[src/inc/rhptl_map.vh]
// Constants for the rack hole position telegram link.
`ifndef RHPTL_MAP_VH
`define RHPTL_MAP_VH
// System clock rate in hertz.
`define RH_CLK_HZ 40000000
// Line rates in bit/s, selected by a three-bit rate code.
`define RH_BAUD_0 9600
`define RH_BAUD_1 19200
`define RH_BAUD_2 38400
`define RH_BAUD_3 57600
`define RH_BAUD_4 115200
`define RH_BAUD_5 230400
`define RH_RATE_9600 3'h0
`define RH_RATE_19200 3'h1
`define RH_RATE_38400 3'h2
`define RH_RATE_57600 3'h3
`define RH_RATE_115200 3'h4
`define RH_RATE_230400 3'h5
// Reset values of configuration.
`define RH_RATE_DEF 3'h4
`define RH_ADDR_DEF 3'h0
// Request character fields.
`define RH_DIR_BIT 7
`define RH_CMD_HI 6
`define RH_CMD_LO 3
`define RH_ADDR_HI 2
`define RH_CMD_DATA 4'h2
`define RH_OP_STOP 5'h1a
`define RH_OP_RUN 5'h1b
// Character framing: start, eight data, parity, stop.
`define RH_FRAME_BITS 4'ha
`define RH_RX_LAST 4'h9
// Response framing.
`define RH_RESP_LAST 5'h10
`define RH_BODY_BYTES 15
`define RH_TRAILER 8'haa
// Result counter wraps after this value.
`define RH_CNT_MAX 7'h63
`endif

[src/rtl/rhptl_link.v]
// Telegram framer, result formatter and switching outputs of the sensor.
`include "rhptl_map.vh"

// Small FIFO between the response builder and the transmitter.
module rhptl_fifo #(
  parameter W = 8,
  parameter D = 4,
  parameter AW = 2
) (
  input wire sys_clk,
  input wire nrst,
  input wire clk_en,
  input wire [W-1:0] in_data,
  input wire in_valid,
  output wire in_ready,
  output wire [W-1:0] out_data,
  output wire out_valid,
  input wire out_ready
);
  reg [W-1:0] mem [0:D-1];
  reg [AW-1:0] wp;
  reg [AW-1:0] rp;
  reg [AW:0] cnt;
  wire push;
  wire pop;

  // Full and empty come straight from the occupancy count.
  assign in_ready = (cnt != D[AW:0]);
  assign out_valid = (cnt != {(AW+1){1'b0}});
  assign out_data = mem[rp];
  assign push = in_valid & in_ready;
  assign pop = out_valid & out_ready;

  // Pointers wrap at the depth so that a depth not a power of two works.
  always @(posedge sys_clk or negedge nrst) begin
    if (!nrst) begin
      wp <= {AW{1'b0}};
      rp <= {AW{1'b0}};
      cnt <= {(AW+1){1'b0}};
    end else if (clk_en) begin
      if (push) begin
        wp <= (wp == D[AW-1:0] - 1'b1) ? {AW{1'b0}} : wp + 1'b1;
      end
      if (pop) begin
        rp <= (rp == D[AW-1:0] - 1'b1) ? {AW{1'b0}} : rp + 1'b1;
      end
      cnt <= cnt + {{AW{1'b0}}, push} - {{AW{1'b0}}, pop};
    end
  end

  // Storage has no reset; only written entries are ever read.
  always @(posedge sys_clk) begin
    if (clk_en && push) begin
      mem[wp] <= in_data;
    end
  end
endmodule

// Device side of the serial telegram link with the position outputs.
module rhptl_link #(
  parameter PW = 24,
  parameter FIFO_DEPTH = 4
) (
  input wire sys_clk,
  input wire nrst,
  input wire clk_en,
  input wire rx_pin,
  output reg tx_pin,
  input wire cycle_stop_pin,
  input wire relative_pin,
  input wire setup_req,
  input wire cfg_wr,
  input wire [2:0] cfg_node_address,
  input wire [2:0] cfg_rate_sel,
  input wire cfg_continuous,
  input wire [PW-1:0] cfg_origin_shift_x,
  input wire [PW-1:0] cfg_origin_shift_y,
  input wire [PW-1:0] cfg_store_shift_x,
  input wire [PW-1:0] cfg_store_shift_y,
  input wire [PW-1:0] cfg_tol_x,
  input wire [PW-1:0] cfg_tol_y,
  input wire diag_req,
  output reg diag_ack,
  input wire meas_valid,
  input wire [PW-1:0] meas_x,
  input wire [PW-1:0] meas_y,
  input wire [PW-1:0] meas_z,
  input wire meas_warn,
  input wire meas_no_hole,
  input wire meas_err,
  input wire [6:0] meas_fault,
  output reg out_neg_x,
  output reg out_pos_x,
  output reg out_neg_y,
  output reg out_pos_y,
  output reg setup_mode,
  output wire cycle_stopped,
  output reg [2:0] node_address,
  output reg req_error
);
  localparam RX_IDLE = 2'h0;
  localparam RX_START = 2'h1;
  localparam RX_BITS = 2'h2;

  reg [2:0] rate_sel;
  reg continuous;
  reg [PW-1:0] origin_x, origin_y, store_x, store_y, tol_x, tol_y;
  reg rx_s1, rx_s2, stop_s1, stop_s2, rel_s1, rel_s2;

  // Configuration is frozen outside setup mode; setup is left at reset.
  always @(posedge sys_clk or negedge nrst) begin
    if (!nrst) begin
      setup_mode <= 1'b0;
      diag_ack <= 1'b0;
      node_address <= `RH_ADDR_DEF;
      rate_sel <= `RH_RATE_DEF;
      continuous <= 1'b0;
      origin_x <= {PW{1'b0}};
      origin_y <= {PW{1'b0}};
      store_x <= {PW{1'b0}};
      store_y <= {PW{1'b0}};
      tol_x <= {PW{1'b0}};
      tol_y <= {PW{1'b0}};
    end else if (clk_en) begin
      setup_mode <= setup_req;
      diag_ack <= setup_mode & diag_req;
      if (setup_mode && cfg_wr) begin
        node_address <= cfg_node_address;
        rate_sel <= cfg_rate_sel;
        continuous <= cfg_continuous;
        origin_x <= cfg_origin_shift_x;
        origin_y <= cfg_origin_shift_y;
        store_x <= cfg_store_shift_x;
        store_y <= cfg_store_shift_y;
        tol_x <= cfg_tol_x;
        tol_y <= cfg_tol_y;
      end
    end
  end

  // Pins from outside pass two flip-flops; the line idles high.
  always @(posedge sys_clk or negedge nrst) begin
    if (!nrst) begin
      rx_s1 <= 1'b1;
      rx_s2 <= 1'b1;
      stop_s1 <= 1'b0;
      stop_s2 <= 1'b0;
      rel_s1 <= 1'b0;
      rel_s2 <= 1'b0;
    end else if (clk_en) begin
      rx_s1 <= rx_pin;
      rx_s2 <= rx_s1;
      stop_s1 <= cycle_stop_pin;
      stop_s2 <= stop_s1;
      rel_s1 <= relative_pin;
      rel_s2 <= rel_s1;
    end
  end

  // Clocks per bit; unused codes fall back to the default rate.
  function [15:0] bit_div;
    input [2:0] sel;
    reg [31:0] q;
    begin
      case (sel)
        `RH_RATE_9600: q = `RH_CLK_HZ / `RH_BAUD_0;
        `RH_RATE_19200: q = `RH_CLK_HZ / `RH_BAUD_1;
        `RH_RATE_38400: q = `RH_CLK_HZ / `RH_BAUD_2;
        `RH_RATE_57600: q = `RH_CLK_HZ / `RH_BAUD_3;
        `RH_RATE_230400: q = `RH_CLK_HZ / `RH_BAUD_5;
        default: q = `RH_CLK_HZ / `RH_BAUD_4;
      endcase
      // Every quotient fits sixteen bits, so the upper half is always zero.
      bit_div = q[15:0];
    end
  endfunction

  wire [15:0] div = bit_div(rate_sel);

  reg [1:0] rx_state;
  reg [15:0] rx_cnt;
  reg [3:0] rx_bit;
  reg [8:0] rx_sh;
  reg rx_stb;
  reg rx_good;

  // Receiver samples mid-bit; a false start bit returns to idle.
  always @(posedge sys_clk or negedge nrst) begin
    if (!nrst) begin
      rx_state <= RX_IDLE;
      rx_cnt <= 16'h0000;
      rx_bit <= 4'h0;
      rx_sh <= 9'h000;
      rx_stb <= 1'b0;
      rx_good <= 1'b0;
    end else if (clk_en) begin
      rx_stb <= 1'b0;
      case (rx_state)
        RX_IDLE: begin
          if (!rx_s2) begin
            rx_state <= RX_START;
            rx_cnt <= {1'b0, div[15:1]};
          end
        end
        RX_START: begin
          if (rx_cnt != 16'h0000) begin
            rx_cnt <= rx_cnt - 16'h0001;
          end else if (!rx_s2) begin
            // The sampling edge itself counts, so reload one short of div.
            rx_state <= RX_BITS;
            rx_cnt <= div - 16'h0001;
            rx_bit <= 4'h0;
          end else begin
            rx_state <= RX_IDLE;
          end
        end
        RX_BITS: begin
          if (rx_cnt != 16'h0000) begin
            rx_cnt <= rx_cnt - 16'h0001;
          end else if (rx_bit == `RH_RX_LAST) begin
            // Stop bit sampled; even parity makes the nine bits xor to 0.
            rx_state <= RX_IDLE;
            rx_stb <= 1'b1;
            rx_good <= rx_s2 & ~(^rx_sh);
          end else begin
            rx_sh <= {rx_s2, rx_sh[8:1]};
            rx_bit <= rx_bit + 4'h1;
            rx_cnt <= div - 16'h0001;
          end
        end
        default: rx_state <= RX_IDLE;
      endcase
    end
  end

  reg have_first;
  reg first_ok;
  reg [7:0] first;
  reg stop_cmd;
  reg send_req;
  wire pair_ok = first_ok & rx_good & (rx_sh[7:0] == ~first)
    & first[`RH_DIR_BIT]
    & (first[`RH_ADDR_HI:0] == node_address);

  // Characters pair strictly: each second one closes the request.
  always @(posedge sys_clk or negedge nrst) begin
    if (!nrst) begin
      have_first <= 1'b0;
      first_ok <= 1'b0;
      first <= 8'h00;
      stop_cmd <= 1'b0;
      send_req <= 1'b0;
      req_error <= 1'b0;
    end else if (clk_en) begin
      send_req <= 1'b0;
      req_error <= 1'b0;
      if (rx_stb) begin
        have_first <= ~have_first;
        if (!have_first) begin
          first <= rx_sh[7:0];
          first_ok <= rx_good;
        end else if (!pair_ok) begin
          req_error <= 1'b1;
        end else if (first[`RH_CMD_HI:`RH_CMD_LO] == `RH_CMD_DATA) begin
          send_req <= 1'b1;
        end else if (first[`RH_DIR_BIT:`RH_CMD_LO] == `RH_OP_STOP) begin
          stop_cmd <= 1'b1;
        end else if (first[`RH_DIR_BIT:`RH_CMD_LO] == `RH_OP_RUN) begin
          stop_cmd <= 1'b0;
        end
      end
    end
  end

  // Either the stop command or the stop input halts measurement.
  assign cycle_stopped = stop_cmd | stop_s2;

  // Target point in sensor coordinates (x right, y up), two extra bits.
  wire [PW+1:0] zx = {{2{origin_x[PW-1]}}, origin_x};
  wire [PW+1:0] zy = {{2{origin_y[PW-1]}}, origin_y};
  wire [PW+1:0] sx = rel_s2 ? {{2{store_x[PW-1]}}, store_x}
    : {(PW+2){1'b0}};
  wire [PW+1:0] sy = rel_s2 ? {{2{store_y[PW-1]}}, store_y}
    : {(PW+2){1'b0}};
  wire [PW+1:0] tgt_x = sx - zx;
  wire [PW+1:0] tgt_y = sy - zy;
  wire [PW+1:0] dev_x = {{2{meas_x[PW-1]}}, meas_x} - tgt_x;
  wire [PW+1:0] dev_y = {{2{meas_y[PW-1]}}, meas_y} - tgt_y;
  wire [PW+1:0] mag_x = dev_x[PW+1] ? (~dev_x + 1'b1) : dev_x;
  wire [PW+1:0] mag_y = dev_y[PW+1] ? (~dev_y + 1'b1) : dev_y;
  wire [PW+1:0] tx_lim = {2'b00, tol_x};
  wire [PW+1:0] ty_lim = {2'b00, tol_y};

  reg res_sx, res_sy, res_warn, res_no_hole, res_err, res_new;
  reg [PW-1:0] res_x, res_y, res_z;
  reg [6:0] res_cnt, res_fault;

  // Results update only while running; a halt keeps the last set.
  always @(posedge sys_clk or negedge nrst) begin
    if (!nrst) begin
      {res_sx, res_sy, res_warn, res_no_hole, res_err} <= 5'h00;
      res_new <= 1'b0;
      res_x <= {PW{1'b0}};
      res_y <= {PW{1'b0}};
      res_z <= {PW{1'b0}};
      res_cnt <= 7'h00;
      res_fault <= 7'h00;
      {out_neg_x, out_pos_x, out_neg_y, out_pos_y} <= 4'hf;
    end else if (clk_en) begin
      res_new <= 1'b0;
      if (meas_valid && !cycle_stopped) begin
        res_new <= 1'b1;
        res_sx <= dev_x[PW+1];
        res_sy <= dev_y[PW+1];
        // Magnitudes beyond the field saturate rather than wrap.
        res_x <= (mag_x[PW+1:PW] != 2'b00) ? {PW{1'b1}} : mag_x[PW-1:0];
        res_y <= (mag_y[PW+1:PW] != 2'b00) ? {PW{1'b1}} : mag_y[PW-1:0];
        res_z <= meas_z;
        res_warn <= meas_warn;
        res_no_hole <= meas_no_hole;
        res_err <= meas_err;
        res_fault <= {1'b0, meas_fault[5:0]};
        res_cnt <= (res_cnt == `RH_CNT_MAX) ? 7'h00 : res_cnt + 7'h01;
        // Outside the band only the far-side output drops.
        out_neg_x <= dev_x[PW+1] | (mag_x <= tx_lim);
        out_pos_x <= ~dev_x[PW+1] | (mag_x <= tx_lim);
        out_neg_y <= dev_y[PW+1] | (mag_y <= ty_lim);
        out_pos_y <= ~dev_y[PW+1] | (mag_y <= ty_lim);
      end
    end
  end

  // One 24-bit field with its sign, spread over four seven-bit bytes.
  function [31:0] fld;
    input sgn;
    input [23:0] v;
    begin
      fld = {4'h0, sgn, v[23:21], 1'b0, v[20:14],
        1'b0, v[13:7], 1'b0, v[6:0]};
    end
  endfunction

  wire [119:0] body = {1'b0, node_address, 1'b0, res_warn,
    res_no_hole, res_err, fld(res_sx, res_x), fld(res_sy, res_y),
    fld(1'b0, res_z), 1'b0, res_cnt, 1'b0, res_fault};
  wire [7:0] xacc [0:`RH_BODY_BYTES];
  assign xacc[0] = 8'h00;

  // Check byte folds the fifteen body characters one by one.
  genvar gi;
  generate
    for (gi = 0; gi < `RH_BODY_BYTES; gi = gi + 1) begin : g_xor
      assign xacc[gi+1] = xacc[gi] ^ body[gi*8 +: 8];
    end
  endgenerate

  reg pend, busy;
  reg [4:0] idx;
  reg [135:0] frame;
  wire f_ready;
  wire f_push = busy & f_ready;
  wire trig = send_req | (continuous & res_new);

  // Builder snapshots the frame, then feeds it to the FIFO with stalls.
  always @(posedge sys_clk or negedge nrst) begin
    if (!nrst) begin
      pend <= 1'b0;
      busy <= 1'b0;
      idx <= 5'h00;
      frame <= {136{1'b0}};
    end else if (clk_en) begin
      // A trigger during the start is kept: set wins over clear.
      pend <= (pend & busy) | trig;
      if (!busy && pend) begin
        busy <= 1'b1;
        idx <= 5'h00;
        frame <= {body, xacc[`RH_BODY_BYTES], `RH_TRAILER};
      end else if (f_push) begin
        frame <= {frame[127:0], 8'h00};
        idx <= idx + 5'h01;
        if (idx == `RH_RESP_LAST) begin
          busy <= 1'b0;
        end
      end
    end
  end

  wire [7:0] t_data;
  wire t_valid;
  reg [10:0] tx_sh;
  reg [3:0] tx_bit;
  reg [15:0] tx_cnt;
  reg tx_busy;
  wire t_take = t_valid & ~tx_busy;

  rhptl_fifo #(
    .W(8),
    .D(FIFO_DEPTH),
    .AW(2)
  ) u_fifo (
    .sys_clk(sys_clk),
    .nrst(nrst),
    .clk_en(clk_en),
    .in_data(frame[135:128]),
    .in_valid(busy),
    .in_ready(f_ready),
    .out_data(t_data),
    .out_valid(t_valid),
    .out_ready(t_take)
  );

  // Transmitter sends start, data LSB first, even parity, stop.
  always @(posedge sys_clk or negedge nrst) begin
    if (!nrst) begin
      tx_pin <= 1'b1;
      tx_sh <= {11{1'b1}};
      tx_bit <= 4'h0;
      tx_cnt <= 16'h0000;
      tx_busy <= 1'b0;
    end else if (clk_en) begin
      if (t_take) begin
        tx_busy <= 1'b1;
        tx_pin <= 1'b0;
        tx_sh <= {1'b1, 1'b1, ^t_data, t_data};
        tx_bit <= 4'h0;
        tx_cnt <= div - 16'h0001;
      end else if (tx_busy) begin
        if (tx_cnt != 16'h0000) begin
          tx_cnt <= tx_cnt - 16'h0001;
        end else if (tx_bit == `RH_FRAME_BITS) begin
          tx_busy <= 1'b0;
        end else begin
          tx_pin <= tx_sh[0];
          tx_sh <= {1'b1, tx_sh[10:1]};
          tx_bit <= tx_bit + 4'h1;
          tx_cnt <= div - 16'h0001;
        end
      end
    end
  end
endmodule

[config.mk]
export PLATFORM = sky130hd
export DESIGN_NAME = rhptl_link
export DESIGN_NICKNAME = d
export VERILOG_FILES = /design/src/rtl/rhptl_link.v
export VERILOG_INCLUDE_DIRS = /design/src /design/src/inc
export SDC_FILE = /design/constraint.sdc
export NUM_CORES = 1
export LEC_CHECK = 0
export ABC_AREA = 1
export BUFFER_PORTS_ARGS = -buffer_cell sky130_fd_sc_hd__buf_2
export CORE_AREA = 5 5 246 248
export CTS_CLUSTER_DIAMETER = 30
export DETAILED_ROUTE_END_ITERATION = 10
export DIE_AREA = 0 0 251 253
export GPL_TIMING_DRIVEN = 0
export PLACE_DENSITY_LB_ADDON = 0.08
export REMOVE_ABC_BUFFERS = 1
export SLEW_MARGIN = 20
export SYNTH_ARGS = -nofsm -noshare
export SYNTH_HDL_FRONTEND = slang
export SYNTH_HIERARCHICAL = 1
export SYNTH_SLANG_ARGS = --single-unit
[constraint.sdc]
create_clock -name sys_clk -period 4.9 [get_ports sys_clk]
set_input_delay 0.245 -clock sys_clk [delete_from_list [all_inputs] [get_ports sys_clk]]
set_output_delay 0.245 -clock sys_clk [all_outputs]
set_load 0.02 [all_outputs]
==> impl_metrics.py, run 1 <==
metrics = {
    "clock_network": {
        "path_clk_slew_ns": 0.05,
        "cts_buffers": 113,
        "root_buffer": "clkbuf_16",
        "clk_path_buf_depth": 3,
        "clkSinkCount": 506,
        "cts_tree": "yes",
        "clk_latency_ns": 0.66,
        "htreeDepth": 3,
    },
    "placement": {
        "place.detailed.hpwl_mm": 55.31,
        "gp_congestion": 0.8724,
        "dpl_worst_slack_ns": -0.6944,
        "io_buffers": 253,
    },
    "floorplan": {
        "coreArea_um2": 58240,
        "io_pins": 255,
        "die-height_um": 253,
        "rows": 89,
        "design.die.area_um2": 63500,
        "die_w_um": 251,
        "start_util_pct": 54.07,
    },
    "setup_path": {
        "cpMostUsedCell": "nand2_1",
        "crit_start": "rel_s2",
        "r2r-end": "out_pos_y",
        "slowest_stage": "fa_2",
        "crit_buf_inv": 7,
        "crit_path_end_kind": "flop",
        "crit_type": "flop to flop",
        "critPathMaxFanout": 6,
        "r2r_start": "rel_s2",
        "crit_cells": 32,
        "r2r_cells": 32,
        "rrSetupSlack_ns": 0.03,
        "crit_end": "out_pos_y",
        "required_ns": 5.48,
        "cp-start-kind": "flop",
        "crit_arrival_ns": 5.45,
        "critPathMaxStageDelay_ns": 0.55,
        "critical-path-top-delay-family": "simple AND/OR/NAND/NOR gates",
    },
    "logic_synthesis": {
        "synth-edff-count": 32,
        "synth_top_cell_by_area": "dfrtp_1",
        "synth_cells": 4122,
        "synth_area_um2": 31490,
        "synth_seq_cells": 506,
        "synthFlopType": "dfrtp_1",
        "synth.area.top_cells": "dfrtp_1 36%, nand2_1 13%, inv_1 8.6%",
        "synth_top_area_share_pct": 36.32,
        "seq_area_frac_synth_pct": 40.79,
        "syn_avg_cell_area_um2": 7.639,
        "yosysUniqueCellTypes": 64,
        "ys.warnings.count": 6,
        "async_flop_share_pct": 93.68,
    },
    "pwr": {
        "p_leak_nw": 20.80,
        "power_switching_mw": 11.85,
        "vdd_drop_max_uv": 469.1,
        "power.share.combinational_pct": 49.1,
        "swShare_pct": 42.42,
        "p_int_mw": 16.09,
        "p_seq_share_pct": 23.4,
        "clockPowerShare_pct": 27.5,
        "power.density_nw_per_um2": 680.5,
    },
    "cells_and_area": {
        "nets": 5034,
        "drive_above_1_share_pct": 18.90,
        "syn_to_final_growth_pct": 30.40,
        "final_util_pct": 70.51,
    },
    "timing": {
        "finalCritPeriodShare_pct": 99.47,
        "maxSlewHeadroom_pct": 39.02,
        "worst_slack_ns": 0.02583,
        "rsz0062_at_grt": "yes",
        "clock_skew_ns": 0.02582,
        "hold_violations": 0,
        "max_freq_mhz": 205.2,
        "hold_ws_ns": 0.02711,
        "worstMarginPinSlew_ns": 0.9113,
        "setup-violations-final": 0,
        "fin_crit_ns": 4.874,
        "drv_slew": 0,
    },
    "detailed_routing": {
        "drt_pre_antenna_iters": 6,
        "drc": 0,
        "vias": 27940,
        "wl_met2_mm": 42.27,
        "routed_wl_mm": 85.14,
        "wl_met3_mm": 3.876,
        "viasPerCell": 5.087,
        "wl_met1_mm": 36.82,
        "ant_nets": 0,
        "routed.top_layer": "met5",
        "wire_per_inst_um": 15.50,
        "drtIter0Drc": 1585,
    },
    "global_route": {
        "antenna_found_initial": 5,
        "first_global_vias": 27910,
        "grt_pass1_wl_mm": 137.3,
        "grt_max_degree": 112,
        "grtUsageTotal_pct": 25.79,
        "grt_overflow": 0,
    },
    "outcome": {
        "status": "finished clean",
    },
    "min_path": {
        "hold_path_class": "primary input to flop",
    },
    "job": {
        "maxCapViolations": 0,
    },
}
kinds of logic (layout without fill, tap and decap cells):
family          count (synthesis)  in the layout  synth area share (%)
xor+xnor                      146            146                 4.085
simple gates                 1841           1843                 24.63
mux                            57             57                 2.038
flops                         506            506                 40.79
compound gates                529            529                 9.660
buf+inv                       870           1461                 10.76
other cells                     0              4                     0
fa+ha+maj                     173            173                 8.042
layer usage:
metal | up-vias | global-route usage, %
li1 | 14030 | -
met3 | 140 | 3.882
met4 | 2 | 7.204
met2 | 647 | 44.67
met5 | - | 0
met1 | 13120 | 34.05
worst min-delay path: cells and delay by family:
family,cells,cell delay (ns)
and+or+nand+nor,1,0.19
AOI/OAI and AO/OA,1,0.09
buffers and inverters,1,0.11
what timing repair did:
item | 4_1_cts | 5_1_grt
setup buffers | 7 | 38
gates cloned | 1 | 7
hold buffers | 191 | 0
hold endpoints to repair | 382 | 0
setup endpoints to repair | 4 | 4
gates resized for setup | 25 | 223
pin swaps | 3 | 54
layout by cell type (no fill, tap or decap), types with 37 or more instances in the layout:
master         synthesis  final
a21oi_1              198    186
a31oi_1               84     84
buf_2                  6    252
buf_4                  4     40
clkbuf_16              0    119
dfrtp_1              457    455
dlygate4sd3_1          0    191
fa_1                  49     45
ha_1                 124     78
ha_4                   0     41
inv_1                724    714
mux2_2                57     57
nand2_1             1055   1005
nand2_2               19     57
nand3_1              166    155
nand4_1               57     57
nor2_1               411    384
o211ai_1              37     37
o21ai_0              133    127
or2_2                 41     41
xnor2_1               68     67
xor2_1                77     70
flip-flops by register name, summed over array words and instances, names as in the netlist, 24 cells and up:
signal	flops
frame	129
u_fifo/mem	32
origin_x	24
origin_y	24
res_x	24
res_y	24
res_z	24
store_x	24
store_y	24
tol_x	24
tol_y	24
layout make-up:
type / count / area [um2]
tap: 773 / 967.2
clock inverter: 59 / 745.7
antenna: 4 / 10.01
timing repair buffer: 512 / 4090
inverter: 737 / 2786
sequential: 506 / 12850
multi-input combinational: 2748 / 16380
clock buffer: 153 / 3232
fill: 4575 / 17180
power by group through the flow:
stage	logic [mW]	registers (mW)	clock network, mW
4_1_cts	12.2	6.54	7.80
6_report	13.7	6.54	7.69
3_3_place_gp	11.6	6.57	0
2_1_floorplan	9.02	6.33	0
5_1_grt	15.5	6.70	8.04
3_5_place_dp	11.8	6.58	0
per-stage QoR:
| step | std cells | power [mW] | area (um2) | TNS, ns |
|---|---|---|---|---|
| floorplan | 3989 | 15.36 | 30870 | -460.97 |
| global placement | 5015 | 18.21 | 33100 | -4718.16 |
| detailed placement | 5032 | 18.38 | 33590 | -2.072 |
| CTS | 5443 | 26.52 | 39630 | 0 |
| global route | 5491 | 30.25 | 41060 | -0.8376 |
| finish | 5492 | 27.94 | 41060 | 0 |
synthesized netlist by cell type (4+ instances only):
master and instances:
o22ai_1 18, o221ai_1 4, buf_1 14, nor2_1 411, ha_1 124, nand2_2 19
a31oi_1 84, xor2_1 77, nor2_4 6, nor3_1 24, o21ai_0 133, o21ai_1 10
buf_6 11, a32o_1 5, o211ai_1 37, a21oi_1 198, clkbuf_1 97, a22oi_1 4
dfrtp_1 457, inv_1 724, nand4_1 57, fa_1 49, nand3_1 166, buf_4 4
a21oi_2 5, nor2_2 13, a211oi_1 6, buf_2 6, or2_2 41, nand4_2 4
nand3_2 12, inv_2 11, dfstp_2 17, edfxtp_1 32, nand2_1 1055, nand3b_1 11
xnor2_1 68, nor4_1 11, mux2_2 57
how the worst min path moves through the flow:
stage / from / to / slack, ns / cells after the start
after floorplan: nrst / busy / -0.05 / 0
after global placement: meas_z[1] / res_z[1] / 0.44 / 3
after detailed placement: nrst / store_x[10] / 0.19 / 1
after CTS: cfg_wr / rate_sel[0] / 0.001 / 3
after global routing: cfg_wr / rate_sel[0] / 0.03 / 3
final: cfg_wr / rate_sel[0] / 0.03 / 3
(Power assumes the default switching activity.)
==> inputs of run 2 (changes only) <==
- CORE_AREA: 5 5 246 248 -> 2 2 243 245
- DIE_AREA: 0 0 251 253 -> 0 0 245 247
==> run 2 against run 1 <==
Die area fell by 4.7%. Power decreased by 2.9%. Sequential share of layout area up 0.50 points. Clock skew rose by 0.020 ns. Non-clock buffer count shrank 20. Final cell count is 0.47% lower. Clock power decreased by 2%. Sequential cell count unchanged. First-iteration DRC count rose by 2.1%. Sequential power is essentially flat. Register-to-register slack barely moved. Combinational power fell by 4%. Critical path type unchanged. Largest cell class unchanged. Highest routed layer unchanged.
==> impl_metrics.py, run 2 (same netlist as run 1, synthesis figures left out) <==
metrics = {
    "clock_network": {
        "cts_tree": "yes",
        "clk_latency_ns": 0.67,
        "path_clk_slew_ns": 0.05,
        "htreeDepth": 3,
        "root_buffer": "clkbuf_16",
        "clk_path_buf_depth": 3,
        "clkSinkCount": 506,
        "cts_buffers": 111,
    },
    "global_route": {
        "grt_max_degree": 109,
        "grt_pass1_wl_mm": 134.6,
        "grtUsageTotal_pct": 27.30,
        "grt_overflow": 0,
        "antenna_found_initial": 6,
        "first_global_vias": 27430,
    },
    "timing": {
        "setup-violations-final": 0,
        "maxSlewHeadroom_pct": 37.13,
        "fin_crit_ns": 4.882,
        "drv_slew": 0,
        "worstMarginPinSlew_ns": 0.9396,
        "max_freq_mhz": 204.8,
        "clock_skew_ns": 0.04536,
        "worst_slack_ns": 0.01831,
        "hold_violations": 0,
        "rsz0062_at_grt": "yes",
        "finalCritPeriodShare_pct": 99.63,
    },
    "placement": {
        "post_dp_cell_area_um2": 33600,
        "dp.cells": 5033,
        "place.detailed.hpwl_mm": 54.69,
        "gp_congestion": 0.8745,
        "dpl_worst_slack_ns": -0.6492,
        "io_buffers": 253,
    },
    "setup_path": {
        "critPathMaxFanout": 23,
        "crit_path_end_kind": "flop",
        "rrSetupSlack_ns": 0.02,
        "crit_type": "flop to flop",
        "r2r_start": "rel_s2",
        "required_ns": 5.46,
        "r2r-end": "out_neg_y",
        "crit_arrival_ns": 5.44,
        "critPathMaxStageDelay_ns": 0.48,
        "cpMostUsedCell": "nand2_1",
        "r2r_cells": 30,
        "cp-start-kind": "flop",
        "slowest_stage": "dfrtp_2",
    },
    "pwr": {
        "vdd_drop_max_uv": 435.3,
        "power.density_nw_per_um2": 671.3,
        "p_leak_nw": 20.57,
    },
    "detailed_routing": {
        "wire_per_inst_um": 15.02,
        "vias": 27670,
        "routed_wl_mm": 82.10,
        "drt_pre_antenna_iters": 5,
        "drtIter0Drc": 1618,
        "viasPerCell": 5.063,
        "drc": 0,
        "ant_nets": 0,
    },
    "cells_and_area": {
        "drive_above_1_share_pct": 17.42,
        "regMostFlops": "frame",
        "final_common_cell": "nand2_1",
        "fin_area_um2": 40410,
        "nets": 5011,
        "reg_top3": "frame: 129 flops, u_fifo/mem: 32 flops",
        "largest_reg_flops": 129,
        "syn_to_final_growth_pct": 28.31,
        "final_cell_mix": "1027 x nand2_1, 716 x inv_1, 455 x dfrtp_1, 389 x nor2_1, 252 x buf_2",
        "final_cells": 5466,
    },
    "floorplan": {
        "start_util_pct": 54.07,
        "die_w_um": 245,
        "rows": 89,
        "coreArea_um2": 58240,
        "die-height_um": 247,
        "io_pins": 255,
        "design.die.area_um2": 60520,
    },
    "min_path": {
        "hold_path_class": "primary input to flop",
        "hold-path-endpoint": "rate_sel[0]",
        "holdCritStartpoint": "cfg_wr",
        "worst_hold_path.num_cells": 3,
    },
    "job": {
        "maxCapViolations": 0,
    },
    "outcome": {
        "status": "finished clean",
    },
}
==> run 2: per-stage QoR <==
step / hold slack, ns / utilization (%) / TNS, ns / total power, mW
after global placement: 0.4403 / 56.84 / -4697.78 / 18.22
after floorplan: -0.05059 / - / -460.97 / 15.36
final: 0.03888 / 69.38 / 0 / 27.12
after global routing: 0.03943 / 69.37 / -0.8612 / 29.37
after detailed placement: 0.2416 / 57.70 / -1.918 / 18.40
after CTS: 0.02073 / 68.24 / 0 / 26.51
==> run 2: cell type report <==
cell class | count | area [um2]
antenna | 4 | 10.01
clock buffer | 152 | 3204
clock inverter | 55 | 686.9
fill | 4771 | 17830
inverter | 737 | 2784
multi-input combinational | 2747 | 16010
sequential | 506 | 12850
tap | 773 | 967.2
timing repair buffer | 492 | 3897
==> run 2: what timing repair did <==
item,in CTS,in global routing
cloned,2,0
resized for setup,48,120
pin swaps,6,32
setup endpoints to repair,4,4
setup buffers,11,18
hold buffers,191,0
endpoints found under the hold margin,255,0
==> run 2: worst max-delay path, delay by kind of cell, from the launching register on <==
kind | cells | cell delay (ns)
simple gates | 14 | 1.56
fa+ha+maj | 3 | 1.07
buf+inv | 8 | 0.92
compound gates | 4 | 0.55
flops | 1 | 0.48
xor+xnor | 1 | 0.17
==> run 2: worst max-delay path by stage <==
stage / slack (ns) / from / cells past startpoint / to
after detailed placement: -0.65 / rel_s2 / 30 / out_neg_y
after floorplan: -2.31 / busy / 7 / frame[116]
final: 0.02 / rel_s2 / 30 / out_neg_y
after CTS: 0.0008 / rel_s2 / 30 / out_pos_y
after global routing: -0.26 / rel_s2 / 30 / out_neg_y
after global placement: -7.00 / busy / 7 / frame[85]
==> run 2: per-layer routing <==
metal / part of all wire, % / up-vias / track usage (%)
li1: - / 13940 / -
met1: 44 / 12960 / 34.98
met2: 49 / 612 / 47.67
met3: 4.4 / 155 / 4.504
met4: 2.4 / 6 / 7.765
met5: 0.041 / - / 0
==> run 2: power breakdown <==
| part | switching (mW) | internal, mW |
|---|---|---|
| Combinational | 8.18 | 4.88 |
| Clock | 2.45 | 5.08 |
| Sequential | 0.927 | 5.61 |
| Total | 11.6 | 15.6 |
==> inputs of run 3 (changes only) <==
==> constraint.sdc (replaced) <==
create_clock -name sys_clk -period 4.9 [get_ports sys_clk]
set_input_delay 0.98 -clock sys_clk [delete_from_list [all_inputs] [get_ports sys_clk]]
set_output_delay 0.98 -clock sys_clk [all_outputs]
set_load 0.02 [all_outputs]
==> run 3 against run 2 <==
Die area stayed put. Clock power hardly changed. Routed wire length is 4.9% lower. Setup slack better by 0.020 ns. Count of clock-buffer cells in the layout stayed put. Sequential cell count stayed put. Design area is 4.3% lower. Power is 0.20% higher. Critical path depth stayed put. Critical endpoint unchanged.
==> impl_metrics.py, run 3 (same netlist as run 1, synthesis figures left out) <==
metrics = {
    "pwr": {
        "power.density_nw_per_um2": 703.0,
        "power_mw": 27.18,
        "p_leak_nw": 19.83,
        "vdd_drop_max_uv": 429.4,
    },
    "setup_path": {
        "crit_arrival_ns": 5.42,
        "crit_cells": 30,
        "cpMostUsedCell": "nand2_1",
        "required_ns": 5.46,
        "rrSetupSlack_ns": 0.04,
        "crit_end": "out_neg_y",
        "critical-path-top-delay-family": "simple AND/OR/NAND/NOR gates",
        "cp-start-kind": "flop",
        "crit_buf_inv": 8,
        "critPathMaxStageDelay_ns": 0.48,
        "crit_path_end_kind": "flop",
        "slowest_stage": "dfrtp_2",
        "r2r-end": "out_neg_y",
        "crit_start": "rel_s2",
        "r2r_start": "rel_s2",
        "critPathMaxFanout": 23,
        "crit_type": "flop to flop",
        "r2r_cells": 30,
    },
    "cells_and_area": {
        "nets": 4828,
        "regMostFlops": "frame",
        "syn_to_final_growth_pct": 22.76,
        "reg_top3": "frame: 129 flops, u_fifo/mem: 32 flops",
        "largest_reg_flops": 129,
        "drive_above_1_share_pct": 18.75,
        "final_cells": 5285,
        "fillCellCount": 5087,
        "final_common_cell": "nand2_1",
        "final_cell_mix": "1023 x nand2_1, 714 x inv_1, 455 x dfrtp_1, 385 x nor2_1, 252 x buf_2",
    },
    "floorplan": {
        "design.die.area_um2": 60520,
        "io_pins": 255,
        "coreArea_um2": 58240,
        "die-height_um": 247,
        "rows": 89,
        "die_w_um": 245,
        "start_util_pct": 54.07,
    },
    "detailed_routing": {
        "wl_met1_mm": 34.95,
        "wire_per_inst_um": 14.77,
        "drtIter0Drc": 1527,
        "routed_wl_mm": 78.07,
        "ant_nets": 0,
        "routed.top_layer": "met5",
        "viasPerCell": 5.088,
        "drc": 0,
        "drt_pre_antenna_iters": 5,
        "wl_met3_mm": 3.713,
        "vias": 26890,
        "wl_met2_mm": 37.52,
    },
    "placement": {
        "io_buffers": 253,
        "place.detailed.hpwl_mm": 54.69,
        "dp.cells": 5033,
        "gp_congestion": 0.8745,
    },
    "timing": {
        "drv_slew": 0,
        "finalCritPeriodShare_pct": 99.21,
        "maxSlewHeadroom_pct": 35.93,
        "hold_violations": 0,
        "fin_crit_ns": 4.861,
        "max_freq_mhz": 205.7,
        "setup-violations-final": 0,
        "worstMarginPinSlew_ns": 0.9575,
        "rsz0062_at_grt": "yes",
        "clock_skew_ns": 0.04486,
    },
    "clock_network": {
        "clk_path_buf_depth": 3,
        "path_clk_slew_ns": 0.05,
        "cts_hold_buf": 0,
        "clkSinkCount": 506,
        "cts_buffers": 111,
        "root_buffer": "clkbuf_16",
        "htreeDepth": 3,
        "cts_tree": "yes",
        "clk_latency_ns": 0.67,
    },
    "outcome": {
        "status": "finished clean",
    },
    "job": {
        "maxCapViolations": 0,
    },
    "global_route": {
        "grt_pass1_wl_mm": 128.5,
        "grt_overflow": 0,
        "first_global_vias": 26110,
        "grtUsageTotal_pct": 26.07,
        "grt_max_degree": 109,
        "antenna_found_initial": 11,
    },
    "min_path": {
        "hold_path_class": "primary input to async pin",
    },
}
run 3: how the worst min path moves through the flow:
stage,startpoint,slack [ns],end,depth (start not counted)
finish,nrst,0.26,tx_cnt[9],1
CTS,nrst,0.27,tx_cnt[9],1
detailed placement,res_cnt[6],0.46,res_cnt[6],1
floorplan,res_cnt[6],0.43,res_cnt[6],1
global placement,res_cnt[6],0.45,res_cnt[6],1
global route,nrst,0.29,tx_cnt[9],1
run 3: power breakdown:
part	switching (mW)	internal (mW)
clock network	2.43	5.08
registers	0.923	5.61
logic	8.23	4.91
run 3: repair_timing:
action | 4_1_cts | 5_1_grt
endpoints found under the hold margin | 0 | 0
endpoints found under the setup margin | 4 | 4
setup buffers | 11 | 26
pin swaps | 6 | 45
gates resized for setup | 48 | 145
cloned | 2 | 0
run 3: per-stage QoR:
step | hold slack (ns) | worst slack [ns] | util, % | cell area, um2 | setup TNS [ns]
floorplan | 0.4317 | -2.366 | - | 30870 | -545.54
global placement | 0.4458 | -7.150 | 56.84 | 33100 | -5231.60
detailed placement | 0.4601 | -0.9721 | 57.70 | 33600 | -16.05
CTS | 0.2740 | 0.0007740 | 64.96 | 37830 | 0
global route | 0.2897 | -0.2824 | 66.35 | 38640 | -0.9275
finish | 0.2580 | 0.03878 | 66.37 | 38650 | 0
run 3: layout make-up:
type	instances	area [um2]	share of cell area (%)
Antenna cell	6	15.01	0.03884
Multi-Input combinational cell	2747	16110	41.66
Tap cell	773	967.2	2.502
Sequential cell	506	12850	33.23
Timing Repair Buffer	309	2046	5.292
Clock inverter	55	686.9	1.777
Clock buffer	152	3204	8.290
Inverter	737	2784	7.202
run 3: metal layers:
metal  vias to the layer above  GRT usage [%]
met4                        14          6.976
met1                     12580          34.20
met5                         -              0
met2                       566          44.37
li1                      13580              -
met3                       150          4.830
run 3: worst reg2reg max path: cells and delay by family (launching register included):
family,cells,cell delay [ns]
xor gates and xnor gates,1,0.17
adders and majority gates,3,1.07
DFF,1,0.48
AOI/OAI and AO/OA,4,0.55
buffers and inverters,8,0.92
and+or+nand+nor,14,1.55
